File: config.mk
export PLATFORM = sky130hd
export DESIGN_NAME = lsjd_decoder
export DESIGN_NICKNAME = d
export VERILOG_FILES = /design/src/lsjd_classify.v /design/src/lsjd_cycles.v /design/src/lsjd_decoder.v
export VERILOG_INCLUDE_DIRS = /design/src
export SDC_FILE = /design/constraint.sdc
export NUM_CORES = 1
export LEC_CHECK = 0
export CORE_MARGIN = 5
export CORE_UTILIZATION = 61
export CTS_CLUSTER_DIAMETER = 60
export DETAILED_ROUTE_END_ITERATION = 12
export DONT_BUFFER_PORTS = 1
export PLACE_DENSITY = 0.77
export SLEW_MARGIN = 20
export SYNTH_ARGS = -nofsm -noshare
export SYNTH_HDL_FRONTEND = slang
export SYNTH_HIERARCHICAL = 1
export SYNTH_SLANG_ARGS = --single-unit
File: constraint.sdc
create_clock -name ref_clk -period 7.2 [get_ports ref_clk]
set_clock_uncertainty 0.15 [all_clocks]
set_input_delay 1.44 -clock ref_clk [delete_from_list [all_inputs] [get_ports ref_clk]]
set_output_delay 1.44 -clock ref_clk [all_outputs]
set_load 0.01 [all_outputs]
File: src/lsjd_defs.vh
// constants for the logic, string and jump decoder
// Function
// - exclusive-or decodes as 001100dw, 1000000w with reg 110, or 0011010w.
// - single string_move is 1010010w, 14 cycles, width bit picks byte or word.
// - single string_compare is 1010011w, 22 cycles.
// - single string_scan is 1010111w, 15 cycles.
// - single string_load is 1010110w, result into accumulator, 12 cycles.
// - single string_store is 1010101w, data from accumulator, 10 cycles.
// - single port_string_input is 0110110w, port from port pointer, 14 cycles.
// - single port_string_output is 0110111w, port from port pointer, 14 cycles.
// - repeat_prefix uses count_register; 11110010 plain, 1111001z conditional for compare/scan.
// - repeated costs: move 8+8n, compare 5+22n, scan 5+15n.
// - repeated costs: load 6+11n, store 6+9n, input and output 8+8n.
// - jumps: EB short, E9 near, EA far at 14; FF reg 100 near, 101 far indirect.
// - narrow-bus variant adds 4 cycles per word memory transfer on starred counts.
`ifndef LSJD_DEFS_VH
`define LSJD_DEFS_VH
// ==========================================
// opcodes
`define LSJD_OP_XOR_RM 6'b001100
`define LSJD_OP_IMM_GRP 7'b1000000
`define LSJD_OP_XOR_ACC 7'b0011010
`define LSJD_OP_SMOVE 7'b1010010
`define LSJD_OP_SCMP 7'b1010011
`define LSJD_OP_SSCAN 7'b1010111
`define LSJD_OP_SLOAD 7'b1010110
`define LSJD_OP_SSTORE 7'b1010101
`define LSJD_OP_PIN 7'b0110110
`define LSJD_OP_POUT 7'b0110111
`define LSJD_OP_REP 8'hf2
`define LSJD_OP_REPZ 8'hf3
`define LSJD_OP_JSHORT 8'heb
`define LSJD_OP_JNEAR 8'he9
`define LSJD_OP_JFAR 8'hea
`define LSJD_OP_GRP5 8'hff
`define LSJD_REG_XOR 3'b110
`define LSJD_REG_JIND 3'b100
`define LSJD_REG_JFIND 3'b101
// ==========================================
// cycle counts
`define LSJD_CYC_XOR_RM_R 8'h03
`define LSJD_CYC_XOR_RM_M 8'h0a
`define LSJD_CYC_XOR_IMM_R 8'h04
`define LSJD_CYC_XOR_IMM_M 8'h10
`define LSJD_CYC_XOR_ACC_B 8'h03
`define LSJD_CYC_XOR_ACC_W 8'h04
`define LSJD_CYC_SMOVE 8'h0e
`define LSJD_CYC_SCMP 8'h16
`define LSJD_CYC_SSCAN 8'h0f
`define LSJD_CYC_SLOAD 8'h0c
`define LSJD_CYC_SSTORE 8'h0a
`define LSJD_CYC_PORT 8'h0e
`define LSJD_CYC_JMP 8'h0e
`define LSJD_CYC_JIND_R 8'h0b
`define LSJD_CYC_JIND_M 8'h11
`define LSJD_CYC_JIND_M_N 8'h15
`define LSJD_CYC_JFIND 8'h1a
`define LSJD_CYC_JFIND_N 8'h22
`define LSJD_CYC_WORD_ADD 8'h04
`define LSJD_BASE_MOVE 8'h08
`define LSJD_BASE_CMP 8'h05
`define LSJD_BASE_LOAD 8'h06
`define LSJD_PER_MOVE 8'h08
`define LSJD_PER_LOAD 8'h0b
`define LSJD_PER_STORE 8'h09
// ==========================================
// operation classes
`define LSJD_CL_NONE 4'h0
`define LSJD_CL_XOR 4'h1
`define LSJD_CL_SMOVE 4'h2
`define LSJD_CL_SCMP 4'h3
`define LSJD_CL_SSCAN 4'h4
`define LSJD_CL_SLOAD 4'h5
`define LSJD_CL_SSTORE 4'h6
`define LSJD_CL_PIN 4'h7
`define LSJD_CL_POUT 4'h8
`define LSJD_CL_JMP 4'h9
`endif

File: src/lsjd_classify.v
// combinational classification of one opcode byte plus addressing byte
`default_nettype none
`include "lsjd_defs.vh"
module lsjd_classify (
    // instruction bytes
    input wire [7:0] op,
    input wire [7:0] modrm,
    // result
    output reg [3:0] op_class,
    output reg needs_modrm,
    output reg is_far,
    output reg is_indirect
);
    always @* begin
        op_class = `LSJD_CL_NONE;
        needs_modrm = 1'b0;
        is_far = 1'b0;
        is_indirect = 1'b0;
        if (op[7:2] == `LSJD_OP_XOR_RM) begin
            op_class = `LSJD_CL_XOR;
            needs_modrm = 1'b1;
        end else if (op[7:1] == `LSJD_OP_IMM_GRP && modrm[5:3] == `LSJD_REG_XOR) begin
            op_class = `LSJD_CL_XOR;
            needs_modrm = 1'b1;
        end else if (op[7:1] == `LSJD_OP_XOR_ACC) begin
            op_class = `LSJD_CL_XOR;
        end else begin
            case (op[7:1])
                `LSJD_OP_SMOVE: op_class = `LSJD_CL_SMOVE;
                `LSJD_OP_SCMP: op_class = `LSJD_CL_SCMP;
                `LSJD_OP_SSCAN: op_class = `LSJD_CL_SSCAN;
                `LSJD_OP_SLOAD: op_class = `LSJD_CL_SLOAD;
                `LSJD_OP_SSTORE: op_class = `LSJD_CL_SSTORE;
                `LSJD_OP_PIN: op_class = `LSJD_CL_PIN;
                `LSJD_OP_POUT: op_class = `LSJD_CL_POUT;
                default: op_class = `LSJD_CL_NONE;
            endcase
            case (op)
                `LSJD_OP_JSHORT, `LSJD_OP_JNEAR: op_class = `LSJD_CL_JMP;
                `LSJD_OP_JFAR: begin
                    op_class = `LSJD_CL_JMP;
                    is_far = 1'b1;
                end
                `LSJD_OP_GRP5: begin
                    // far indirect needs a memory operand
                    if (modrm[5:3] == `LSJD_REG_JIND ||
                        (modrm[5:3] == `LSJD_REG_JFIND && modrm[7:6] != 2'b11)) begin
                        op_class = `LSJD_CL_JMP;
                        needs_modrm = 1'b1;
                        is_indirect = 1'b1;
                        is_far = modrm[3];
                    end
                end
                default: ;
            endcase
        end
    end
endmodule // lsjd_classify
`default_nettype wire

File: src/lsjd_cycles.v
// combinational execution-cycle cost of a classified operation
`default_nettype none
`include "lsjd_defs.vh"
module lsjd_cycles #(
    parameter CW = 24
) (
    // operation
    input wire [3:0] op_class,
    input wire [7:0] op,
    input wire [7:0] modrm,
    input wire is_far,
    input wire is_indirect,
    input wire repeat_prefix,
    input wire [15:0] count,
    input wire narrow_bus,
    // result
    output reg [CW-1:0] cycles
);
    function [CW-1:0] lin;
        input [7:0] base;
        input [7:0] per;
        input [15:0] n;
        begin
            lin = {{(CW-8){1'b0}}, base} + {{(CW-8){1'b0}}, per} * {{(CW-16){1'b0}}, n};
        end
    endfunction

    // widen a fixed 8-bit cost to the counter width
    function [CW-1:0] ext8;
        input [7:0] v;
        begin
            ext8 = {{(CW-8){1'b0}}, v};
        end
    endfunction

    wire mem_op = modrm[7:6] != 2'b11;
    wire word_op = op[0];
    reg [7:0] add;

    always @* begin
        cycles = {CW{1'b0}};
        add = 8'h00;
        // narrow bus: extra cost per word memory element, starred rows only
        if (narrow_bus && word_op) add = `LSJD_CYC_WORD_ADD;
        case (op_class)
            `LSJD_CL_XOR: begin
                if (op[7:1] == `LSJD_OP_XOR_ACC)
                    cycles = ext8(word_op ? `LSJD_CYC_XOR_ACC_W : `LSJD_CYC_XOR_ACC_B);
                else if (op[7:2] == `LSJD_OP_XOR_RM)
                    cycles = ext8(mem_op ? `LSJD_CYC_XOR_RM_M + add
                        : `LSJD_CYC_XOR_RM_R);
                else
                    cycles = ext8(mem_op ? `LSJD_CYC_XOR_IMM_M + add
                        : `LSJD_CYC_XOR_IMM_R);
            end
            `LSJD_CL_SMOVE: cycles = repeat_prefix ? lin(`LSJD_BASE_MOVE, `LSJD_PER_MOVE + add, count)
                : ext8(`LSJD_CYC_SMOVE + add);
            `LSJD_CL_SCMP: cycles = repeat_prefix ? lin(`LSJD_BASE_CMP, `LSJD_CYC_SCMP + add, count)
                : ext8(`LSJD_CYC_SCMP + add);
            `LSJD_CL_SSCAN: cycles = repeat_prefix ? lin(`LSJD_BASE_CMP, `LSJD_CYC_SSCAN + add, count)
                : ext8(`LSJD_CYC_SSCAN + add);
            `LSJD_CL_SLOAD: cycles = repeat_prefix ? lin(`LSJD_BASE_LOAD, `LSJD_PER_LOAD + add, count)
                : ext8(`LSJD_CYC_SLOAD + add);
            `LSJD_CL_SSTORE: cycles = repeat_prefix ? lin(`LSJD_BASE_LOAD, `LSJD_PER_STORE + add, count)
                : ext8(`LSJD_CYC_SSTORE + add);
            // single port forms carry no word add, repeated ones do per element
            `LSJD_CL_PIN, `LSJD_CL_POUT:
                cycles = repeat_prefix ? lin(`LSJD_BASE_MOVE, `LSJD_PER_MOVE + add, count)
                : ext8(`LSJD_CYC_PORT);
            `LSJD_CL_JMP: begin
                if (!is_indirect)
                    cycles = ext8(`LSJD_CYC_JMP);
                else if (is_far)
                    cycles = ext8(narrow_bus ? `LSJD_CYC_JFIND_N : `LSJD_CYC_JFIND);
                else if (!mem_op)
                    cycles = ext8(`LSJD_CYC_JIND_R);
                else
                    cycles = ext8(narrow_bus ? `LSJD_CYC_JIND_M_N : `LSJD_CYC_JIND_M);
            end
            default: cycles = {CW{1'b0}};
        endcase
    end
endmodule // lsjd_cycles
`default_nettype wire

File: src/lsjd_decoder.v
// instruction decoder top: prefix capture, classification, cycle timing
`default_nettype none
`include "lsjd_defs.vh"
module lsjd_decoder #(
    parameter CW = 24
) (
    // clock and reset
    input wire ref_clk,
    input wire rst,
    // from prefetch queue
    input wire byte_valid,
    input wire [7:0] op_byte,
    input wire [7:0] modrm_byte,
    // core state
    input wire [15:0] count_register,
    input wire narrow_bus,
    // to execution unit
    output reg busy,
    output reg op_ready,
    output reg done,
    output reg [3:0] op_class,
    output reg word_op,
    output reg rep_active,
    output reg rep_on_equal,
    output reg uses_modrm,
    output reg jump_far,
    output reg jump_indirect,
    output reg acc_operand,
    output reg port_from_pointer,
    output reg [CW-1:0] cycle_count,
    output reg unknown_op
);
    localparam ST_IDLE = 1'b0;
    localparam ST_EXEC = 1'b1;

    reg state_reg;
    reg rep_pend_reg;
    reg repz_pend_reg;
    reg [CW-1:0] remain_reg;

    wire [3:0] cls;
    wire need_m;
    wire far_w;
    wire ind_w;
    wire [CW-1:0] cyc_w;
    wire is_rep_prefix = op_byte == `LSJD_OP_REP || op_byte == `LSJD_OP_REPZ;
    wire is_string = cls >= `LSJD_CL_SMOVE && cls <= `LSJD_CL_POUT;
    wire cond_string = cls == `LSJD_CL_SCMP || cls == `LSJD_CL_SSCAN;
    // prefix only counts where the opcode is a string operation
    wire rep_eff = rep_pend_reg && is_string;

    lsjd_classify u_cls (
        .op(op_byte),
        .modrm(modrm_byte),
        .op_class(cls),
        .needs_modrm(need_m),
        .is_far(far_w),
        .is_indirect(ind_w)
    );

    lsjd_cycles #(.CW(CW)) u_cyc (
        .op_class(cls),
        .op(op_byte),
        .modrm(modrm_byte),
        .is_far(far_w),
        .is_indirect(ind_w),
        .repeat_prefix(rep_eff),
        .count(count_register),
        .narrow_bus(narrow_bus),
        .cycles(cyc_w)
    );

    // ==========================================
    // sequencing
    always @(posedge ref_clk or posedge rst) begin
        if (rst) begin
            state_reg <= ST_IDLE;
            rep_pend_reg <= 1'b0;
            repz_pend_reg <= 1'b0;
            remain_reg <= {CW{1'b0}};
            busy <= 1'b0;
            op_ready <= 1'b0;
            done <= 1'b0;
            op_class <= `LSJD_CL_NONE;
            word_op <= 1'b0;
            rep_active <= 1'b0;
            rep_on_equal <= 1'b0;
            uses_modrm <= 1'b0;
            jump_far <= 1'b0;
            jump_indirect <= 1'b0;
            acc_operand <= 1'b0;
            port_from_pointer <= 1'b0;
            cycle_count <= {CW{1'b0}};
            unknown_op <= 1'b0;
        end else begin
            op_ready <= 1'b0;
            done <= 1'b0;
            unknown_op <= 1'b0;
            case (state_reg)
                ST_IDLE: begin
                    if (byte_valid) begin
                        if (is_rep_prefix) begin
                            rep_pend_reg <= 1'b1;
                            repz_pend_reg <= op_byte[0];
                        end else begin
                            rep_pend_reg <= 1'b0;
                            repz_pend_reg <= 1'b0;
                            if (cls == `LSJD_CL_NONE) begin
                                unknown_op <= 1'b1;
                            end else begin
                                op_class <= cls;
                                word_op <= op_byte[0];
                                rep_active <= rep_eff;
                                // termination variant only for compare and scan
                                rep_on_equal <= rep_eff && cond_string && repz_pend_reg;
                                uses_modrm <= need_m;
                                jump_far <= far_w;
                                jump_indirect <= ind_w;
                                acc_operand <= cls == `LSJD_CL_SLOAD ||
                                    cls == `LSJD_CL_SSTORE;
                                port_from_pointer <= cls == `LSJD_CL_PIN ||
                                    cls == `LSJD_CL_POUT;
                                cycle_count <= cyc_w;
                                op_ready <= 1'b1;
                                if (cyc_w <= {{(CW-1){1'b0}}, 1'b1}) begin
                                    // a cost of one cycle or less raises done with op_ready and never goes busy
                                    done <= 1'b1;
                                end else begin
                                    remain_reg <= cyc_w - {{(CW-1){1'b0}}, 1'b1};
                                    busy <= 1'b1;
                                    state_reg <= ST_EXEC;
                                end
                            end
                        end
                    end
                end
                ST_EXEC: begin
                    // cycles counted from the accept edge, done on the last
                    if (remain_reg == {{(CW-1){1'b0}}, 1'b1}) begin
                        done <= 1'b1;
                        busy <= 1'b0;
                        state_reg <= ST_IDLE;
                    end
                    remain_reg <= remain_reg - {{(CW-1){1'b0}}, 1'b1};
                end
                default: state_reg <= ST_IDLE;
            endcase
        end
    end
endmodule // lsjd_decoder
`default_nettype wire

=== Word level (Yosys, flattened, before mapping) ===
Cells that the tools add are included.

* Multiply operators: 5
* Bitwise logic cells: 3
* Multiplexer cells: 69
* Equality and inequality tests: 35
* Reduce and logical (&&, ||, !) cells: 19
* $lt $le $gt $ge: 3
* Add/sub/neg operators: 16

{| class="wikitable"
|+ Operators by type and width
! operator !! count
|-
| $mux W24 || 13
|-
| $pmux W24 S8 || 1
|-
| $mul A8 B16 Y24 || 5
|-
| $add A3 B24 Y24 const A || 4
|-
| $eq A8 B8 Y1 const B || 6
|-
| $pmux W24 S2 || 1
|-
| $sub A24 B1 Y24 const B || 2
|-
| $eq A7 B7 Y1 const B || 6
|-
| $mux W1 || 36
|-
| $add A4 B3 Y5 const A || 7
|-
| $mux W8 || 4
|-
| $pmux W4 S7 || 1
|-
| $add A4 B24 Y24 const A || 1
|-
| $eq A24 B1 Y1 const B || 1
|-
| $le A24 B1 Y1 const B || 1
|-
| $eq A4 B3 Y1 const B || 4
|-
| $mux W4 || 4
|-
| $eq A7 B6 Y1 const B || 2
|-
| $add A5 B3 Y6 const A || 2
|-
| $ne A2 B2 Y1 const B || 5
|-
| $eq A3 B3 Y1 const B || 3
|-
| $mux W3 || 3
|-
| $eq A4 B2 Y1 const B || 2
|-
| $eq A4 B4 Y1 const B || 2
|-
| other kinds (18) || 34
|}

* Bits of input ports: 36
* Output and inout port bits: 40
* Logic and storage cells: 168
* Register bits: 67

=== Depth between registers and ports, before layout ===
Gate-level depths: netlist of the first run.

* Word-level depth: 19
* Gate-level depth with buffers: 29
* Gate-level depth less buffers: 26

=== Modules after synthesis ===
The synthesis of the first run kept the hierarchy.

{| class="wikitable"
|+ Modules (own cells, without submodules)
! module !! area each (um^2) !! times used !! seq. area each (um^2) !! cells each
|-
| lsjd_cycles || 10,620.2 || 1 || 0.0 || 1,402
|-
| lsjd_decoder || 3,643.5 || 1 || 1,676.6 || 415
|-
| lsjd_classify || 312.8 || 1 || 0.0 || 44
|}

=== Worst setup path after synthesis of the first run ===
OpenSTA, ideal clock, no wires.

* Path type: input port to flip-flop
* Start: input narrow_bus
* End: register remain_reg[0]
* Slack: -0.326 ns
* Data required time: 6.923 ns
* Arrival time: 7.248 ns
* Buffers on the path: 4
* Setup time: 0.127 ns
* Cell stages on the path: 28
* Cells stage by stage: and2_1 clkbuf_1 buf_1 buf_1 o21ai_0 ha_1 inv_1 fa_1 inv_1 ha_1 inv_1 fa_1 inv_1 ha_1 or2_1 o311a_4 o31ai_4 a21oi_2 or3_1 a32oi_1 o221ai_1 nor4_1 nand3b_1 and4b_1 nor2_1 clkbuf_1 a211oi_1 a21oi_1

* Word-level cells in the longest chain between the ends: 10
* Elaborated cells between the ends (all ways): 40
* Those cells by class: add/sub (14); mul (5); order compare (1); eq/ne (1); mux (17); reduce/logical (2)

{| class="wikitable"
|+ RTL lines
! item !! RTL line !! text
|-
| start: declaration || lsjd_decoder.v:16 || <nowiki>input wire narrow_bus,</nowiki>
|-
| $logic_and A1 B1 Y1 (*) || lsjd_cycles.v:44 || <nowiki>if (narrow_bus && word_op) add = `LSJD_CYC_WORD_ADD;</nowiki>
|-
| $mux W3 (*) || lsjd_cycles.v:44 ||
|-
| $add A5 B3 Y6 (no line) / $add A4 B3 Y5 (equally long branches) || - ||
|-
| $mul A8 B16 Y24 || lsjd_cycles.v:24 || <nowiki>lin = {{(CW-8){1'b0}}, base} + {{(CW-8){1'b0}}, per} * {{(CW-16){1'b0}}, n};</nowiki>
|-
| $add A3 B24 Y24 / $add A4 B24 Y24 (equally long branches) || lsjd_cycles.v:24 ||
|-
| $mux W24 (tied with other cells) || lsjd_cycles.v:58 || <nowiki>`LSJD_CL_SCMP: cycles = repeat_prefix ? lin(`LSJD_BASE_CMP, `LSJD_CYC_SCMP + add, count)</nowiki>
|-
| $pmux W24 S8 (*) || lsjd_cycles.v:45 || <nowiki>case (op_class)</nowiki>
|-
| via cyc_w[18] || lsjd_decoder.v:45 || <nowiki>wire [CW-1:0] cyc_w;</nowiki>
|-
| $le A24 B1 Y1 (*) || lsjd_decoder.v:125 || <nowiki>if (cyc_w <= {{(CW-1){1'b0}}, 1'b1}) begin</nowiki>
|-
| $ne A2 B2 Y1 (no line) (*) || - ||
|-
| $reduce_and A4 Y1 (no line) (*) || - ||
|-
| end signal: assignment || lsjd_decoder.v:80 || <nowiki>remain_reg <= {CW{1'b0}};</nowiki>
|-
| end signal: assignment || lsjd_decoder.v:129 || <nowiki>remain_reg <= cyc_w - {{(CW-1){1'b0}}, 1'b1};</nowiki>
|-
| end signal: assignment || lsjd_decoder.v:144 || <nowiki>remain_reg <= remain_reg - {{(CW-1){1'b0}}, 1'b1};</nowiki>
|-
| end: declaration || lsjd_decoder.v:39 || <nowiki>reg [CW-1:0] remain_reg;</nowiki>
|}

Mark *: on every way through the listed nets, which the timed path passes. The rest lies on a longest branch.
A chain may end at the register's enable or synchronous reset.

=== Worst setup path in the final report of the first run ===
* Start: input op_byte[0]
* End: register remain_reg[23]

* Word-level cells in the longest chain between the ends: 17
* Elaborated cells between the ends (all ways): 81
* Those cells by class: add/sub (15); mul (5); order compare (3); eq/ne (18); mux (32); reduce/logical (8)

{| class="wikitable"
|+ RTL lines
! item !! RTL line !! text
|-
| start: declaration || lsjd_decoder.v:12 || <nowiki>input wire [7:0] op_byte,</nowiki>
|-
| branches (longest 10 deep; another with $mul A8 B16 Y24) || - ||
|-
| $pmux W24 S8 (*) || lsjd_cycles.v:45 ||
|-
| via cyc_w[21] || lsjd_decoder.v:45 ||
|-
| $sub A24 B1 Y24 || lsjd_decoder.v:129 ||
|-
| $mux W24 || lsjd_decoder.v:125 ||
|-
| $mux W24 || lsjd_decoder.v:108 || <nowiki>if (cls == `LSJD_CL_NONE) begin</nowiki>
|-
| $mux W24 || lsjd_decoder.v:102 || <nowiki>if (is_rep_prefix) begin</nowiki>
|-
| $mux W24 || lsjd_decoder.v:101 || <nowiki>if (byte_valid) begin</nowiki>
|-
| $pmux W24 S2 || lsjd_decoder.v:99 || <nowiki>case (state_reg)</nowiki>
|}

Mark *: on every way through the listed nets, which the timed path passes. The select of a mux whose other input is x is not followed.

==> flow_summary.ini, run 1 <==
[global_routing]
grt_overflow_total = 0
grt_pass1_vias = 13890
globalRouteTotalUtil_pct = 31.76
grt_max_degree = 68
antenna_found_initial = 0
grt_pass1_wl_mm = 68.98

[sta]
setup-violations-final = 0
layout_worst_path_cycle_share_pct = 97.88
final_max_slew_viol_count = 0
final_critical_path_setup_slack_ps = 152.5
worst_max_slew_pin_slew_ps = 1012
fmax_ghz = 0.1419
hold_viol_final = 0
timing.final.crit_period_ps = 7047
rsz0062_at_grt = yes
final_worst_hold_slack_ps = 334.0
slew-limit-headroom_pct = 32.10

[detailed_routing]
drt-initial-drc-count = 1175
postRouteAntennaNets = 0
firstDrtPassIters = 6
drt_drc_violations_left = 0
vias = 13910
wirelength_mm = 43.53
drt-wirelength-per-cell_um = 18.65
post_drt_via_cell_ratio = 5.958

[floorplan]
die_h_um = 164.6
core-area_um2 = 23470
die_span_x_um = 164.6
floorplan.die_area_um2 = 27090
num_rows = 56
ioPinCount = 76
starting_density_pct = 62.10

[cts]
root_buffer = sky130_fd_sc_hd__clkbuf_16
tritoncts_clock_tree = yes
cts-buffers-inserted = 9
worst_setup_hold_path_clk_slew_ps = 50
cts_num_sinks = 67
max-clock-path-buffers = 2
clk_latency_ps = 330
cts_max_level = 3

[critical_path]
critPathMostFrequentCell = sky130_fd_sc_hd__inv_2
critical_path_class = input port to flip-flop
crit_path_top_delay_cell = sky130_fd_sc_hd__fa_1
critical_path.n_buffers_inverters = 9
crit_required_ps = 7260
critPathArrivalTime_ps = 7110
setup.worst_path.end_class = flip-flop
cp_delay_by_family_top = adder cells
timing.critical_path.from_type = input port
critPathMaxFanout = 11
critical-path-max-stage-delay_ps = 530

[outcome]
status = complete, no violations

[min_path]
min_path_type = flip-flop to flip-flop

[logic_synthesis]
area_of_the_mapped_netlist_um2 = 14580
share_of_synthesized_area_occupied_by_flip_flops_and_latches_pct = 11.50
synth_adder_area_share_pct = 33.75
xor_xnor_share_of_the_synthesized_area_pct = 6.670
synth_edf_count = 0
yosys_warnings = 6
synthArstFlopShare_pct = 100.0
synth.area.mux_share_pct = 0.9185
synth_simple_gate_area_share_pct = 18.02
syn-instance-count = 1861
synth_seq_cells = 67
synth_top_family_by_area = adder cells
synth_top_flop_cell = sky130_fd_sc_hd__dfrtp_1
synth_compound_area_share_pct = 18.58
postSynthAreaPerCell_um2 = 7.833
synth.lib_cells_used.distinct = 98

[placement]
dpl_worst_slack_ps = -486.3
finalWeightedCongestion = 0.9548
io_buffer_count = 0
hpwl_dp_mm = 35.27

[power_and_ir_drop]
vdd_ir_drop_max_uv = 226.5
power.static_leakage_nw = 8.807
power_total_mw = 3.888
pwr_density_cell_nw_per_um2 = 226.1

[final_layout]
mostFrequentLayoutCell = sky130_fd_sc_hd__inv_1
layout_common_cells = sky130_fd_sc_hd__inv_1 (323), sky130_fd_sc_hd__ha_1 (238), sky130_fd_sc_hd__nand2_1 (203)
drive_above_1_share_pct = 17.72
layout.core_utilization_pct = 73.25
antenna_diode_count = 0
fin_nets = 2390
layout-area-overhead-vs-synth_pct = 17.95

[flow_run]
max_cap_viol = 0
## metal layers
layer  GRT usage, %  vias up  routed length (µm)
met1          41.35     6676               18280
met4          10.70        0                1566
met3          4.717      108                2640
met5              0        -                   0
li1               -     6646                   -
met2          54.12      477               21040
## synthesized netlist by cell type (all sizes together) (18+ instances only)
cell type / count / area share [%]
inv: 333 / 8.6
ha: 254 / 22
nand2: 209 / 5.4
nor2: 104 / 2.7
a21oi: 93 / 3.2
fa: 87 / 12
xnor2: 78 / 4.7
o21ai: 71 / 2.4
dfrtp: 67 / 12
clkbuf: 50 / 1.3
nor3: 34 / 1.2
xor2: 33 / 2.0
a21o: 32 / 1.6
nand3: 27 / 0.93
a31oi: 22 / 1.0
nand2b: 21 / 0.90
a211oi: 19 / 1.0
nor4: 18 / 0.96
## power breakdown
group | internal, mW | switching (mW) | total (mW)
Sequential | 0.449 | 0.105 | 0.554
Combinational | 1.34 | 1.60 | 2.94
Clock | 0.235 | 0.159 | 0.394
Total | 2.02 | 1.86 | 3.89
## cells by family after synthesis
family                     Yosys count
and+or+nand+nor                    532
buffers and inverters              401
AOI/OAI and AO/OA                  394
adders and majority gates          341
xor gates and xnor gates           111
DFF                                 67
muxes                               13
other                                2
## layout make-up
class,instances,area (µm²)
timing repair buffer,201,1609
tap,319,399.1
inverter,337,1265
clock inverter,3,17.52
fill,1808,6280
sequential,67,1677
multi-input combinational,1397,11990
clock buffer,10,239.0
## worst register-to-register path: stages, from the launching register on
cell                        delay [ps]
sky130_fd_sc_hd__dfrtp_1           350
sky130_fd_sc_hd__and2_1            270
sky130_fd_sc_hd__clkinv_1          430
sky130_fd_sc_hd__a221oi_1          400
sky130_fd_sc_hd__a31oi_1            90
sky130_fd_sc_hd__o22ai_1           130
sky130_fd_sc_hd__o2111ai_1         390
sky130_fd_sc_hd__or3_1             540
sky130_fd_sc_hd__nor4_2            290
sky130_fd_sc_hd__and4b_2           370
sky130_fd_sc_hd__buf_6             130
sky130_fd_sc_hd__o21ai_2            40
sky130_fd_sc_hd__buf_4             200
sky130_fd_sc_hd__o211a_1           240
## through the flow
step                instance area (µm²)  TNS [ps]  cells
detailed placement                16190    -10450   2311
global placement                  16190     -7737   2311
floorplan                         14610         0   1865
CTS                               16450         0   2324
global route                      17190    -521.5   2334
finish                            17190         0   2334
## final timing paths
kind / from / endpoint / slack (ps) / depth (start not counted)
max: op_byte[0] / remain_reg[23]$_DFFE_PP0P_ / 150 / 29
min: repz_pend_reg$_DFFE_PP0P_ / repz_pend_reg$_DFFE_PP0P_ / 330 / 2
max reg2reg: rep_pend_reg$_DFFE_PP0P_ / remain_reg[23]$_DFFE_PP0P_ / 3070 / 13
min reg2reg: repz_pend_reg$_DFFE_PP0P_ / repz_pend_reg$_DFFE_PP0P_ / 330 / 2
max in group asynchronous: rst / cycle_count[10]$_DFFE_PP0P_ / 5270 / 2
min in group asynchronous: rst / remain_reg[4]$_DFFE_PP0P_ / 1100 / 2
## timing repair
| item | CTS | global route |
|---|---|---|
| hold buffers | 0 | 0 |
| resized for setup | 2 | 148 |
| setup endpoints to repair | 25 | 26 |
| pin swaps | 2 | 46 |
| cloned | 0 | 2 |
| buffers inserted | 0 | 9 |
Note: power is estimated with default switching activity, not from simulation.
==> run 2, diff against run 1 <==
--- a/config.mk
+++ b/config.mk
@@ -7,12 +7,12 @@
 export NUM_CORES = 1
 export LEC_CHECK = 0
 export CORE_MARGIN = 5
-export CORE_UTILIZATION = 61
+export CORE_UTILIZATION = 52
 export CTS_CLUSTER_DIAMETER = 60
 export DETAILED_ROUTE_END_ITERATION = 12
 export DONT_BUFFER_PORTS = 1
-export PLACE_DENSITY = 0.77
-export SLEW_MARGIN = 20
+export PLACE_DENSITY = 0.67
+export SLEW_MARGIN = 5
 export SYNTH_ARGS = -nofsm -noshare
 export SYNTH_HDL_FRONTEND = slang
 export SYNTH_HIERARCHICAL = 1
==> flow_summary.ini, run 2 (synthesized netlist as in run 1, its figures left out) <==
[final_layout]
antenna_diode_count = 0
drive_above_1_share_pct = 17.90
total_area_of_multi_input_combinational_cells_um2 = 11860
mostFrequentLayoutCell = sky130_fd_sc_hd__inv_1
fin_nets = 2417
fillers = 2458
seq_area_um2 = 1677
layout-area-overhead-vs-synth_pct = 19.44
layout_common_cells = sky130_fd_sc_hd__inv_1 (330), sky130_fd_sc_hd__ha_1 (247), sky130_fd_sc_hd__buf_4 (217)

[sta]
final_max_slew_viol_count = 0
final_worst_hold_slack_ps = 351.2
layout_worst_path_cycle_share_pct = 98.95
rsz0062_at_grt = yes
setup-tns-final_ps = 0
timing.final.crit_period_ps = 7124
slew-limit-headroom_pct = 30.97
worst_max_slew_pin_slew_ps = 1033
fmax_ghz = 0.1404
hold_viol_final = 0
setup-violations-final = 0

[critical_path]
critPathMaxFanout = 7
cp_delay_by_family_top = simple AND/OR/NAND/NOR gates
critPathArrivalTime_ps = 7200
setup.worst_path.end_class = flip-flop
crit_path_top_delay_cell = sky130_fd_sc_hd__fa_1
critPathMostFrequentCell = sky130_fd_sc_hd__ha_1
critical_path.n_buffers_inverters = 6
critical_path_class = input port to flip-flop
timing.critical_path.from_type = input port
critical-path-max-stage-delay_ps = 540
crit_required_ps = 7270

[detailed_routing]
drt-wirelength-per-cell_um = 18.11
postRouteAntennaNets = 0
drt_drc_violations_left = 0
drt-initial-drc-count = 999
vias = 13800
firstDrtPassIters = 6
post_drt_via_cell_ratio = 5.695
wirelength_mm = 43.88

[power_and_ir_drop]
pwr_density_cell_nw_per_um2 = 224.0
internal_power_mw = 2.045
power.share.switching_pct = 47.57
vdd_ir_drop_max_uv = 263.8
seqPwrFrac_pct = 14.0
power.clock.fraction_pct = 11.4
power.static_leakage_nw = 8.980
power_total_mw = 3.901
combinational_cell_fraction_of_total_power_pct = 74.6
p_sw_mw = 1.856

[global_routing]
grt_pass1_vias = 13680
grt_pass1_wl_mm = 69.93
grt_max_degree = 68
antenna_found_initial = 0
globalRouteTotalUtil_pct = 27.29
grt_overflow_total = 0

[outcome]
status = complete, no violations

[min_path]
min_path_type = flip-flop to flip-flop

[floorplan]
die_h_um = 177.4
starting_density_pct = 52.61
floorplan.die_area_um2 = 31480
num_rows = 61
ioPinCount = 76
core-area_um2 = 27710
die_span_x_um = 177.4

[flow_run]
max_cap_viol = 0

[cts]
root_buffer = sky130_fd_sc_hd__clkbuf_16
tritoncts_clock_tree = yes
cts_max_level = 3
cts-buffers-inserted = 9
max-clock-path-buffers = 2
clk_latency_ps = 330
cts-hold-fix-buffers = 0
cts_num_sinks = 67
worst_setup_hold_path_clk_slew_ps = 60

[placement]
io_buffer_count = 0
finalWeightedCongestion = 0.9508
hpwl_dp_mm = 35.99
-- run 2: cell count changes in the layout (fill, tap and decap cells not counted), sizes merged --
cell,change
clkinvlp,-1
inv,+2
clkdlybuf4s15,+1
bufinv,+1
buf,+25
clkinv,+2
-- run 2: stage by stage --
| stage | cell area [µm²] | std cells | utilization, % | worst slack (ps) |
|---|---|---|---|---|
| final | 17410 | 2423 | 62.84 | 75.84 |
| after CTS | 16850 | 2413 | 60.81 | 4.446 |
| after detailed placement | 16490 | 2395 | 59.52 | -511.7 |
| after global routing | 17410 | 2423 | 62.84 | -54.65 |
| after global placement | 16490 | 2395 | 59.52 | -461.2 |
| after floorplan | 14610 | 1865 | - | 1.908 |
-- run 2: metal layers --
layer / track usage (%) / routed length, µm
met5: 0 / 0
met1: 36.72 / 19230
met4: 7.219 / 1319
met2: 47.77 / 21350
met3: 1.662 / 1972
-- run 2: layout make-up --
cell class,instances,share of cell area (%)
clock buffer,9,1.294
tap,378,2.717
clock inverter,7,0.4312
sequential,67,9.630
timing repair buffer,228,10.56
multi-input combinational,1397,68.11
inverter,337,7.266
-- run 2: repair_timing --
item,in CTS,in global routing
cloned,0,4
endpoints found under the setup margin,22,26
pin swaps,6,28
buffers inserted,2,6
gates resized for setup,12,92
-- run 2: power by group through the flow --
stage,logic (mW),registers [mW],clock network (mW)
floorplan,1.72,0.521,0
global placement,2.64,0.543,0
detailed placement,2.69,0.547,0
CTS,2.72,0.543,0.450
global route,3.22,0.557,0.462
finish,2.91,0.546,0.445
-- run 2: worst paths after layout --
kind,from,depth (start not counted),slack (ps),to
max in group asynchronous,rst,2,5260,cycle_count[3]$_DFFE_PP0P_
min in group asynchronous,rst,2,1110,remain_reg[6]$_DFFE_PP0P_
max,narrow_bus,29,80,remain_reg[7]$_DFFE_PP0P_
max reg2reg,rep_pend_reg$_DFFE_PP0P_,14,3290,remain_reg[7]$_DFFE_PP0P_
min reg2reg,repz_pend_reg$_DFFE_PP0P_,2,350,repz_pend_reg$_DFFE_PP0P_
min,repz_pend_reg$_DFFE_PP0P_,2,350,repz_pend_reg$_DFFE_PP0P_
-- run 2: tightest hold or removal path, stage by stage, from the launching register on --
cell	delay [ps]
sky130_fd_sc_hd__dfrtp_1	350
sky130_fd_sc_hd__nand2_1	50
sky130_fd_sc_hd__o21ai_0	70
==> run 3, diff against run 2 <==
--- a/config.mk
+++ b/config.mk
@@ -12,7 +12,6 @@
 export DETAILED_ROUTE_END_ITERATION = 12
 export DONT_BUFFER_PORTS = 1
 export PLACE_DENSITY = 0.67
-export SLEW_MARGIN = 5
 export SYNTH_ARGS = -nofsm -noshare
 export SYNTH_HDL_FRONTEND = slang
 export SYNTH_HIERARCHICAL = 1
==> constraint.sdc (replaced) <==
create_clock -name ref_clk -period 7.2 [get_ports ref_clk]
set_clock_uncertainty 0.15 [all_clocks]
set_input_delay 0.36 -clock ref_clk [delete_from_list [all_inputs] [get_ports ref_clk]]
set_output_delay 0.36 -clock ref_clk [all_outputs]
set_load 0.01 [all_outputs]
==> flow_summary.ini, run 3 (synthesized netlist as in run 1, its figures left out) <==
[cts]
root_buffer = sky130_fd_sc_hd__clkbuf_16
clk_latency_ps = 330
cts-resized-gates = 0
cts_post_setup_buffers_inserted = 0
cts_max_level = 3
worst_setup_hold_path_clk_slew_ps = 60
cts-buffers-inserted = 9
cts_num_sinks = 67
tritoncts_clock_tree = yes
max-clock-path-buffers = 2

[final_layout]
layout_common_cells = sky130_fd_sc_hd__inv_1 (332), sky130_fd_sc_hd__ha_1 (254), sky130_fd_sc_hd__nand2_1 (209)
mostFrequentLayoutCell = sky130_fd_sc_hd__inv_1
drive_above_1_share_pct = 5.939
fin_nets = 2241
finalNonFillerCells = 2247
layout-area-overhead-vs-synth_pct = 6.661
antenna_diode_count = 0
layout.core_utilization_pct = 56.12

[detailed_routing]
wirelength_mm = 40.46
drt-wirelength-per-cell_um = 18.00
firstDrtPassIters = 7
postRouteAntennaNets = 0
drt_drc_violations_left = 0
drt-initial-drc-count = 945
post_drt_via_cell_ratio = 5.808
vias = 13050

[sta]
fmax_ghz = 0.1455
final_max_slew_viol_count = 0
hold_viol_final = 0
final_critical_path_setup_slack_ps = 326.2
setup-violations-final = 0
rsz0062_at_grt = no
setup-tns-final_ps = 0
layout_worst_path_cycle_share_pct = 95.47
timing.final.crit_period_ps = 6874
worst_max_slew_pin_slew_ps = 1281
slew-limit-headroom_pct = 14.31

[critical_path]
critical_path.startpoint = narrow_bus
reg2reg_to = remain_reg[23]$_DFFE_PP0P_
setup.worst_path.end_class = flip-flop
timing.reg2reg.worst_path_depth = 6
critical-path-max-stage-delay_ps = 960
critPathMaxFanout = 32
register_to_register_setup_slack_ps = 2690
setup.worst_path.end = remain_reg[16]$_DFFE_PP0P_
critPathMostFrequentCell = sky130_fd_sc_hd__ha_1
timing.critical_path.from_type = input port
worstReg2RegStart = state_reg$_DFF_PP0_
critical_path_class = input port to flip-flop
crit_required_ps = 7300
critPathArrivalTime_ps = 6970
crit_path_top_delay_cell = sky130_fd_sc_hd__nor2_1

[global_routing]
grt_max_degree = 68
grt_pass1_vias = 12720
globalRouteTotalUtil_pct = 25.66
grt_pass1_wl_mm = 65.58
antenna_found_initial = 0
grt_overflow_total = 0

[floorplan]
num_rows = 61
floorplan.die_area_um2 = 31480
die_h_um = 177.4
die_span_x_um = 177.4
ioPinCount = 76
starting_density_pct = 52.61
core-area_um2 = 27710

[power_and_ir_drop]
vdd_ir_drop_max_uv = 154.7
internal_power_mw = 1.748
power.share.switching_pct = 48.73
power_total_mw = 3.409
pwr_density_cell_nw_per_um2 = 219.3
power.clock.fraction_pct = 15.1
p_sw_mw = 1.661
combinational_cell_fraction_of_total_power_pct = 68.8
power.static_leakage_nw = 8.023
seqPwrFrac_pct = 16.2

[min_path]
min_path_type = input port to asynchronous set/reset pin

[placement]
io_buffer_count = 0
finalWeightedCongestion = 0.9037
hpwl_dp_mm = 33.56
placedCellCount = 2230
dpl_worst_slack_ps = 142.1

[flow_run]
max_cap_viol = 0

[outcome]
status = complete, no violations
[run 3: worst min path at each step]
stage | endpoint | slack, ps | cells past startpoint
3_5_place_dp | word_op$_DFFE_PP0P_ | 320 | 2
6_report | remain_reg[1]$_DFFE_PP0P_ | 20 | 2
2_1_floorplan | repz_pend_reg$_DFFE_PP0P_ | 300 | 2
4_1_cts | repz_pend_reg$_DFFE_PP0P_ | 30 | 2
3_3_place_gp | repz_pend_reg$_DFFE_PP0P_ | 320 | 2
5_1_grt | repz_pend_reg$_DFFE_PP0P_ | 50 | 2
[run 3: per-stage QoR]
stage | cell area [µm²] | hold WS [ps]
3_3_place_gp | 15200 | 315.1
4_1_cts | 15550 | 27.50
2_1_floorplan | 14590 | 299.7
3_5_place_dp | 15200 | 321.6
5_1_grt | 15550 | 46.31
6_report | 15550 | 20.36
[run 3: critical path: cells and delay by family]
kind	cells	cell delay, ps
simple gates	8	1920
xor+xnor	2	580
buf+inv	4	590
compound gates	8	1880
fa+ha+maj	5	1610
[run 3: final cells by class]
cell class	instances	area (µm²)
inverters	337	1265
fillers	2634	12160
clock inverters	6	112.6
multi-input cells	1397	11390
repair buffers	52	405.4
clock buffers	10	229.0
well taps	378	473.0
flip-flops and latches	67	1677
[run 3: power by group through the flow]
stage	Clock, mW	Sequential (mW)	Combinational, mW
2_1_floorplan	0	0.521	1.72
3_3_place_gp	0	0.550	2.26
6_report	0.514	0.551	2.34
3_5_place_dp	0	0.553	2.30
4_1_cts	0.518	0.548	2.32
5_1_grt	0.531	0.561	2.62
[run 3: layer usage]
metal / wire length (µm) / part of all wire, % / GRT usage [%] / vias to the layer above
li1: - / - / - / 6337
met1: 18250 / 45 / 35.49 / 6270
met2: 18840 / 47 / 43.03 / 371
met3: 2104 / 5.2 / 2.301 / 73
met4: 1261 / 3.1 / 7.154 / 0
met5: 0 / 0 / 0 / -
[run 3: repair_timing]
| action | 4_1_cts | 5_1_grt |
|---|---|---|
| endpoints found under the setup margin | 0 | 0 |
| hold buffers | 1 | 0 |
| hold endpoints to repair | 1 | 0 |
